===== config.mk =====
export PLATFORM = sky130hd
export DESIGN_NAME = lmtc_top
export DESIGN_NICKNAME = d
export VERILOG_FILES = /design/src/core/lmtc_pkg.sv /design/src/core/lmtc_chan_if.sv /design/src/core/lmtc_sync.sv /design/src/core/lmtc_chan_decode.sv /design/src/core/lmtc_top.sv
export SDC_FILE = /design/constraint.sdc
export NUM_CORES = 1
export LEC_CHECK = 0
export BUFFER_PORTS_ARGS = -buffer_cell sky130_fd_sc_hd__buf_2
export CORE_MARGIN = 2
export CORE_UTILIZATION = 30
export CTS_CLUSTER_DIAMETER = 50
export DETAILED_ROUTE_END_ITERATION = 8
export PLACE_DENSITY = 0.55
export SYNTH_ARGS = -nofsm -noshare
export SYNTH_HDL_FRONTEND = slang
export SYNTH_HIERARCHICAL = 1
export SYNTH_SLANG_ARGS = --single-unit

===== constraint.sdc =====
create_clock -name clk -period 5.86 [get_ports clk]
set_input_delay 0.586 -clock clk [delete_from_list [all_inputs] [get_ports clk]]
set_output_delay 0.586 -clock clk [all_outputs]
set_load 0.1 [all_outputs]

===== src/core/lmtc_pkg.sv =====
// lmtc_pkg: constants shared by the line mode and termination config block
// assumes: 16 channels, AXI4-Lite register access with a 12-bit byte address
package lmtc_pkg;
  // ----------------------------------------
  // sizes
  // ----------------------------------------
  localparam int NUM_CH = 16;
  localparam int AXI_ADDR_W = 12;
  localparam int GLOB_W = 3;
  // ----------------------------------------
  // register map
  // ----------------------------------------
  localparam logic [5:0] REGION_CHAN = 6'h00;
  localparam logic [5:0] REGION_RX = 6'h01;
  localparam logic [5:0] REGION_STAT = 6'h02;
  localparam logic [11:0] CHAN_CFG_BASE = 12'h000;
  localparam logic [11:0] RX_CFG_BASE = 12'h040;
  localparam logic [11:0] STATUS_BASE = 12'h080;
  localparam logic [7:0] CHAN_CFG_RST = 8'h00;
  localparam logic [7:0] RX_CFG_RST = 8'h04;
  // ----------------------------------------
  // field positions
  // ----------------------------------------
  localparam int LINE_STD_BIT = 0;
  localparam int TERM_LO_BIT = 0;
  localparam int TERM_TOP_BIT = 2;
  localparam int SINGLE_BIT = 3;
  localparam int SCHEME_BIT = 4;
  localparam int ST_E1 = 0;
  localparam int ST_SINGLE = 1;
  localparam int ST_RING = 2;
  localparam int ST_HIGH_Z = 3;
  localparam int ST_INT = 4;
  localparam int ST_FULL = 5;
  localparam int ST_RES_LO = 6;
  // ----------------------------------------
  // global pin positions in the synchronised vector
  // ----------------------------------------
  localparam int PIN_STRAP_EN = 0;
  localparam int PIN_STRAP = 1;
  localparam int PIN_HIGH_Z = 2;
  // ----------------------------------------
  // internal resistor codes and bus answers
  // ----------------------------------------
  localparam logic [1:0] RES_T1_100 = 2'h0;
  localparam logic [1:0] RES_J1_110 = 2'h1;
  localparam logic [1:0] RES_E1_120 = 2'h2;
  localparam logic [1:0] RES_E1_75 = 2'h3;
  localparam logic [1:0] RESP_OKAY = 2'h0;
  localparam logic [1:0] RESP_SLVERR = 2'h2;
endpackage


===== src/core/lmtc_chan_if.sv =====
// lmtc_chan_if: one channel's configuration bits in, decoded mode out
// assumes: driven by the main block, decoded by lmtc_chan_decode
`timescale 1ns/1ps
interface lmtc_chan_if;
  logic [7:0] chan_cfg;
  logic [7:0] rx_cfg;
  logic strap_en;
  logic strap;
  logic hz_ctl;
  logic e1;
  logic single;
  logic ring_en;
  logic high_z;
  logic int_match;
  logic fully_int;
  logic [1:0] res_code;
  modport ctrl (
    output chan_cfg, rx_cfg, strap_en, strap, hz_ctl,
    input e1, single, ring_en, high_z, int_match, fully_int, res_code
  );
  modport dec (
    input chan_cfg, rx_cfg, strap_en, strap, hz_ctl,
    output e1, single, ring_en, high_z, int_match, fully_int, res_code
  );
endinterface


===== src/core/lmtc_sync.sv =====
// lmtc_sync: two flip-flop synchroniser for a vector of pin levels
// assumes: each bit is an independent static level
`timescale 1ns/1ps
module lmtc_sync #(
  parameter int W = 1
) (
  // clock and reset
  input wire logic clk,
  input wire logic reset_n,
  // levels
  input wire logic [W-1:0] d,
  output logic [W-1:0] q
);
  logic [W-1:0] stage1_reg;
  logic [W-1:0] stage2_reg;

  always_ff @(posedge clk or negedge reset_n) begin
    if (!reset_n) begin
      stage1_reg <= '0;
      stage2_reg <= '0;
    end else begin
      stage1_reg <= d;
      stage2_reg <= stage1_reg;
    end
  end

  assign q = stage2_reg;
endmodule


===== src/core/lmtc_chan_decode.sv =====
// lmtc_chan_decode: combinational mode and termination decode of one channel
// assumes: global pin levels arrive already synchronised
`timescale 1ns/1ps
module lmtc_chan_decode
  import lmtc_pkg::*;
(
  // channel signals
  lmtc_chan_if.dec ch
);
  logic ext_only;

  // open strap enable (high) means one standard for all channels
  assign ch.e1 = ch.strap_en ? !ch.strap : ch.chan_cfg[LINE_STD_BIT];
  assign ch.single = ch.rx_cfg[SINGLE_BIT];
  assign ch.ring_en = !ch.rx_cfg[SINGLE_BIT];
  // low global pin forces external matching, ignoring the channel fields
  assign ext_only = !ch.hz_ctl || ch.rx_cfg[TERM_TOP_BIT];
  assign ch.high_z = ext_only;
  assign ch.int_match = !ext_only;
  // scheme bit set selects partially internal, clear selects fully internal
  assign ch.fully_int = !ext_only && !ch.rx_cfg[SCHEME_BIT];
  assign ch.res_code = ext_only ? RES_T1_100 : ch.rx_cfg[TERM_LO_BIT +: 2];
endmodule


===== src/core/lmtc_top.sv =====
// lmtc_top: line standard and receive termination configuration, 16 channels
// assumes: AXI4-Lite master on clk, strap and line pins asynchronous to clk
`timescale 1ns/1ps
// Behaviour
// - with strap enable open, one standard for all: strap open is T1/J1, low is E1.
// - with strap enable low, each channel's standard bit 0 picks T1/J1 (0) or E1 (1).
// - bit 3 of each receive config register picks single-ended or differential input.
// - single-ended input uses the tip only; differential uses both tip and ring.
// - a low global high-z pin forces external matching on all 16 receivers.
// - the global high-z pin reaches all receivers through the two-flop synchroniser and the output register, with no register access.
// - a high global high-z pin lets each channel's own fields choose the matching.
// - termination top bit 0 enables internal matching; bit 4 picks partial or full.
// - under internal matching the low two bits pick 100, 110, 120 or 75 ohm.
// - termination top bit 1 selects external-only matching, inputs in high impedance.
module lmtc_top
  import lmtc_pkg::*;
(
  // clock and reset
  input wire logic clk,
  input wire logic reset_n,
  // axi4-lite write address and data
  input wire logic [AXI_ADDR_W-1:0] s_axi_awaddr,
  input wire logic s_axi_awvalid,
  output logic s_axi_awready,
  input wire logic [31:0] s_axi_wdata,
  input wire logic [3:0] s_axi_wstrb,
  input wire logic s_axi_wvalid,
  output logic s_axi_wready,
  // axi4-lite write response
  output logic [1:0] s_axi_bresp,
  output logic s_axi_bvalid,
  input wire logic s_axi_bready,
  // axi4-lite read
  input wire logic [AXI_ADDR_W-1:0] s_axi_araddr,
  input wire logic s_axi_arvalid,
  output logic s_axi_arready,
  output logic [31:0] s_axi_rdata,
  output logic [1:0] s_axi_rresp,
  output logic s_axi_rvalid,
  input wire logic s_axi_rready,
  // global pins, high when open
  input wire logic global_standard_strap_enable,
  input wire logic global_standard_strap,
  input wire logic global_rx_high_z_control,
  // line inputs
  input wire logic [NUM_CH-1:0] rx_tip_input,
  input wire logic [NUM_CH-1:0] rx_ring_input,
  // decoded mode per channel
  output logic [NUM_CH-1:0] line_e1_reg,
  output logic [NUM_CH-1:0] rx_single_reg,
  output logic [NUM_CH-1:0] rx_high_z_reg,
  output logic [NUM_CH-1:0] int_match_reg,
  output logic [NUM_CH-1:0] fully_int_reg,
  output logic [2*NUM_CH-1:0] res_code_reg,
  // received line levels
  output logic [NUM_CH-1:0] rx_tip_out_reg,
  output logic [NUM_CH-1:0] rx_ring_out_reg
);
  // ----------------------------------------
  // declarations
  // ----------------------------------------
  logic [GLOB_W-1:0] glob_s;
  logic [2*NUM_CH-1:0] line_s;
  logic [7:0] chan_cfg_reg [NUM_CH];
  logic [7:0] rx_cfg_reg [NUM_CH];
  logic [NUM_CH-1:0] dec_e1;
  logic [NUM_CH-1:0] dec_single;
  logic [NUM_CH-1:0] dec_ring;
  logic [NUM_CH-1:0] dec_high_z;
  logic [NUM_CH-1:0] dec_int;
  logic [NUM_CH-1:0] dec_full;
  logic [2*NUM_CH-1:0] dec_res;
  logic aw_hold_reg;
  logic [AXI_ADDR_W-1:0] aw_addr_reg;
  logic w_hold_reg;
  logic [7:0] w_byte_reg;
  logic w_lane_reg;
  logic bvalid_reg;
  logic [1:0] bresp_reg;
  logic rvalid_reg;
  logic [31:0] rdata_reg;
  logic [1:0] rresp_reg;
  logic do_write;
  logic [5:0] wr_region;
  logic [3:0] wr_ch;
  logic wr_ok;
  logic [5:0] rd_region;
  logic [3:0] rd_ch;
  logic [31:0] rd_next;
  logic [1:0] rresp_next;

  // ----------------------------------------
  // pin synchronisers
  // ----------------------------------------
  lmtc_sync #(.W(GLOB_W)) u_glob_sync (
    .clk(clk),
    .reset_n(reset_n),
    .d({global_rx_high_z_control, global_standard_strap, global_standard_strap_enable}),
    .q(glob_s)
  );

  lmtc_sync #(.W(2*NUM_CH)) u_line_sync (
    .clk(clk),
    .reset_n(reset_n),
    .d({rx_ring_input, rx_tip_input}),
    .q(line_s)
  );

  // ----------------------------------------
  // per-channel decode
  // ----------------------------------------
  for (genvar g = 0; g < NUM_CH; g++) begin : g_ch
    lmtc_chan_if cif ();
    assign cif.chan_cfg = chan_cfg_reg[g];
    assign cif.rx_cfg = rx_cfg_reg[g];
    assign cif.strap_en = glob_s[PIN_STRAP_EN];
    assign cif.strap = glob_s[PIN_STRAP];
    assign cif.hz_ctl = glob_s[PIN_HIGH_Z];
    lmtc_chan_decode u_dec (
      .ch(cif)
    );
    assign dec_e1[g] = cif.e1;
    assign dec_single[g] = cif.single;
    assign dec_ring[g] = cif.ring_en;
    assign dec_high_z[g] = cif.high_z;
    assign dec_int[g] = cif.int_match;
    assign dec_full[g] = cif.fully_int;
    assign dec_res[2*g +: 2] = cif.res_code;
  end

  // ----------------------------------------
  // decoded outputs
  // ----------------------------------------
  always_ff @(posedge clk or negedge reset_n) begin
    if (!reset_n) begin
      line_e1_reg <= '0;
      rx_single_reg <= '0;
      rx_high_z_reg <= '1;
      int_match_reg <= '0;
      fully_int_reg <= '0;
      res_code_reg <= '0;
    end else begin
      line_e1_reg <= dec_e1;
      rx_single_reg <= dec_single;
      rx_high_z_reg <= dec_high_z;
      int_match_reg <= dec_int;
      fully_int_reg <= dec_full;
      res_code_reg <= dec_res;
    end
  end

  // tip always passes, ring only in differential mode
  always_ff @(posedge clk or negedge reset_n) begin
    if (!reset_n) begin
      rx_tip_out_reg <= '0;
      rx_ring_out_reg <= '0;
    end else begin
      rx_tip_out_reg <= line_s[NUM_CH-1:0];
      rx_ring_out_reg <= line_s[2*NUM_CH-1:NUM_CH] & dec_ring;
    end
  end

  // ----------------------------------------
  // axi write channel
  // ----------------------------------------
  assign s_axi_awready = !aw_hold_reg && !bvalid_reg;
  assign s_axi_wready = !w_hold_reg && !bvalid_reg;
  assign do_write = aw_hold_reg && w_hold_reg;
  assign wr_region = aw_addr_reg[11:6];
  assign wr_ch = aw_addr_reg[5:2];
  assign wr_ok = (wr_region == REGION_CHAN) || (wr_region == REGION_RX);

  always_ff @(posedge clk or negedge reset_n) begin
    if (!reset_n) begin
      aw_hold_reg <= 1'b0;
      aw_addr_reg <= '0;
    end else if (s_axi_awvalid && s_axi_awready) begin
      aw_hold_reg <= 1'b1;
      aw_addr_reg <= s_axi_awaddr;
    end else if (do_write) begin
      aw_hold_reg <= 1'b0;
    end
  end

  always_ff @(posedge clk or negedge reset_n) begin
    if (!reset_n) begin
      w_hold_reg <= 1'b0;
      w_byte_reg <= '0;
      w_lane_reg <= 1'b0;
    end else if (s_axi_wvalid && s_axi_wready) begin
      w_hold_reg <= 1'b1;
      w_byte_reg <= s_axi_wdata[7:0];
      w_lane_reg <= s_axi_wstrb[0];
    end else if (do_write) begin
      w_hold_reg <= 1'b0;
    end
  end

  // per-channel configuration copies
  always_ff @(posedge clk or negedge reset_n) begin
    if (!reset_n) begin
      for (int i = 0; i < NUM_CH; i++) begin
        chan_cfg_reg[i] <= CHAN_CFG_RST;
        rx_cfg_reg[i] <= RX_CFG_RST;
      end
    end else if (do_write && w_lane_reg) begin
      if (wr_region == REGION_CHAN) begin
        chan_cfg_reg[wr_ch] <= w_byte_reg;
      end else if (wr_region == REGION_RX) begin
        rx_cfg_reg[wr_ch] <= w_byte_reg;
      end
    end
  end

  always_ff @(posedge clk or negedge reset_n) begin
    if (!reset_n) begin
      bvalid_reg <= 1'b0;
      bresp_reg <= RESP_OKAY;
    end else if (do_write) begin
      bvalid_reg <= 1'b1;
      bresp_reg <= wr_ok ? RESP_OKAY : RESP_SLVERR;
    end else if (s_axi_bready) begin
      bvalid_reg <= 1'b0;
    end
  end

  assign s_axi_bvalid = bvalid_reg;
  assign s_axi_bresp = bresp_reg;

  // ----------------------------------------
  // axi read channel
  // ----------------------------------------
  assign s_axi_arready = !rvalid_reg;
  assign rd_region = s_axi_araddr[11:6];
  assign rd_ch = s_axi_araddr[5:2];

  always_comb begin
    rd_next = '0;
    rresp_next = RESP_OKAY;
    case (rd_region)
      REGION_CHAN: begin
        rd_next[7:0] = chan_cfg_reg[rd_ch];
      end
      REGION_RX: begin
        rd_next[7:0] = rx_cfg_reg[rd_ch];
      end
      REGION_STAT: begin
        rd_next[ST_E1] = line_e1_reg[rd_ch];
        rd_next[ST_SINGLE] = rx_single_reg[rd_ch];
        rd_next[ST_RING] = !rx_single_reg[rd_ch];
        rd_next[ST_HIGH_Z] = rx_high_z_reg[rd_ch];
        rd_next[ST_INT] = int_match_reg[rd_ch];
        rd_next[ST_FULL] = fully_int_reg[rd_ch];
        rd_next[ST_RES_LO +: 2] = res_code_reg[2*rd_ch +: 2];
      end
      default: begin
        rresp_next = RESP_SLVERR;
      end
    endcase
  end

  always_ff @(posedge clk or negedge reset_n) begin
    if (!reset_n) begin
      rvalid_reg <= 1'b0;
      rdata_reg <= '0;
      rresp_reg <= RESP_OKAY;
    end else if (s_axi_arvalid && s_axi_arready) begin
      rvalid_reg <= 1'b1;
      rdata_reg <= rd_next;
      rresp_reg <= rresp_next;
    end else if (s_axi_rready) begin
      rvalid_reg <= 1'b0;
    end
  end

  assign s_axi_rvalid = rvalid_reg;
  assign s_axi_rdata = rdata_reg;
  assign s_axi_rresp = rresp_reg;
endmodule


==> reports/metrics.csv <==
metric;value;unit
run_status;complete, but fails checks;
violations;negative hold slack;
synth_edf_count;0;
worstSetupPathType;reg -> reg;
overflow;0;
worst_path_largest_cell_delay;0.81;ns
grt_pass1_wl;84800;µm
rsz0062_at_grt;no;
yosys.area_share.simple;7.11;%
ys_warn_count;6;
hp-class;in -> async;
hold_viol;8;
ir_drop;0.000213;V
path_depth;5;
cpMaxStageDelayCell;nor2b_1;
wl_per_cell;21.7;µm
die_area;71700;µm²
gp_congestion;0.789;
reg2reg_depth;5;
p_per_area;386;nW/µm²
cts-buffers-inserted;72;
firstDrtPassIters;5;
cts_buffer_depth;3;
ctsHoldBuffers;0;
cts_max_level;3;
ant_nets;0;
whs;-0.0198;ns
boundaryPins;287;
path_cells;or4_4, nor4_4, and2_1, nor2b_1, mux2_2;
synth_top_family_by_area;multiplexers;
maxCapViolCount;0;
timing.rr.end;g_ch[12].cif.rx_cfg[7];
area_delta_synth_final;21.4;%
synth.distinct_cells;68;
setup_slack;2.79;ns
syn_inst;1396;
worstPathRequired;6.35;ns
cts_tree;built;
crit_fanout;8;
syn-cell-area;20900;µm²
fmax;326;MHz
synth_compound_area_share;2.72;%
tightest_slew;1.21;ns
drt-vias-per-instance;4.73;
rr_startpoint;aw_addr_reg[10];
period_share;52.3;%
slew_headroom;19.3;%
grt_antenna_before_repair;3;
grtUsageTotal;16.0;%
cts_sinks;503;
initial_core_util;30.4;%
cpLargestDelayFamily;simple AND/OR/NAND/NOR gates;
setup_viol;0;
grt_pass1_vias;13100;
cts_post_setup_buffers_inserted;0;
synth_area_leaders;dfrtp_1, mux2_2, mux4_2;
port_buffers;229;
leakage;12.1;nW
drv_slew;0;
preCtsSetupSlack;2.52;ns
min_period;3.07;ns
cts-resized-gates;0;
muxShareOfSynthArea;25.7;%
layout.nets;1730;
via_count;12400;
critPathLaunchType;register;
ys.flop_type;dfrtp_1;
grt_max_degree;128;
endpoint_kind;register;
ys_seq_area_share;60.5;%
multiInputGateArea;7520;µm²
die_h;268;µm
regArea;12600;µm²
finalPower;9.78;mW
synth_fa_ha_area_share;0;%
num_rows;96;
yosysTopAreaCell;dfrtp_1;
drc;0;
cp_data_arrival_time;3.56;ns
reg2reg_slack;2.79;ns
core;68700;µm²
finClkSkew;0.0492;ns
dp_hpwl;39100;µm
synth_xor_xnor_area_share;0;%
clk_latency;0.62;ns
worst-path-buf-inv;0;
root_buffer;clkbuf_16;
path_clk_slew;0.05;ns
ys_ff_latch;503;
final.setup.tns;0;ns
nFillCells;6609;
drtIter0Drc;843;
layout-drive-gt1-share;49.4;%
yosys.area.top_type_share;56.5;%
synth_area_per_cell;14.9;µm²
die_x;268;µm
synth.most_common_cell;dfrtp_1;
wl;56800;µm
synth_commonest_cells;dfrtp_1, mux2_2, mux4_2, and2_1, clkbuf_1;
synth-async-reset-ratio;100;%
## through the flow
step                cell area, µm²  util (%)  std cells
finish                       25300      36.9       2619
global route                 25300      36.9       2618
CTS                          25300      36.9       2618
detailed placement           22900      33.3       2485
global placement             22900      33.3       2485
floorplan                    21000         -       1421
## final cells by class
type | instances | share of cell area [%]
diodes | 1 | 0.00988
clock buffers | 93 | 7.90
clock inverters | 40 | 1.84
inverters | 55 | 0.815
multi-input cells | 748 | 29.7
flip-flops and latches | 503 | 49.8
well taps | 931 | 4.60
repair buffers | 248 | 5.35
## how the worst max path moves through the flow
| stage | from | to | slack (ns) |
|---|---|---|---|
| detailed placement | s_axi_araddr[3] | s_axi_rdata[3] | 2.52 |
| floorplan | s_axi_bvalid | aw_addr_reg[10] | 2.55 |
| global placement | s_axi_araddr[5] | s_axi_rdata[3] | 2.53 |
| global route | aw_addr_reg[10] | g_ch[12].cif.rx_cfg[0] | 2.67 |
| CTS | aw_addr_reg[10] | g_ch[12].cif.rx_cfg[7] | 2.73 |
| finish | aw_addr_reg[10] | g_ch[12].cif.rx_cfg[7] | 2.79 |
## kinds of logic after synthesis
kind of cell	count (synthesis)
AOI/OAI and AO/OA	81
and+or+nand+nor	234
other	1
DFF	503
buffers and inverters	170
muxes	407
## report_power, final
group	switching, mW	leakage, nW	total (mW)	internal [mW]
logic	1.02	4.34	1.35	0.327
clock network	1.73	1.21	4.38	2.65
registers	0.368	6.52	4.05	3.68
## layer usage
metal  GRT usage, %  wire length [µm]  part of all wire [%]
met1           21.7             25200                    44
met2           25.4             26500                    47
met3           4.12              3790                   6.7
met4           4.88              1200                   2.1
met5              0                23                 0.041
## layout by cell type, fill, tap and decap left out, types with 9 or more instances in the layout
cell and n:
a21oi_1 12, and2_1 53, buf_2 225, buf_4 18, clkbuf_1 9, clkbuf_16 72, clkbuf_8 12, clkinv_2 9
conb_1 26, dfrtp_1 471, dfstp_2 32, inv_1 38, inv_2 16, inv_6 14, mux2_2 282, mux2i_1 48
mux4_2 75, nand2_1 40, nand2b_1 10, nand3_1 18, nor2_1 19, nor2_2 28, nor2b_1 13, nor2b_4 16
o21ai_0 12
No activity file was read; power rests on OpenSTA's default activity.
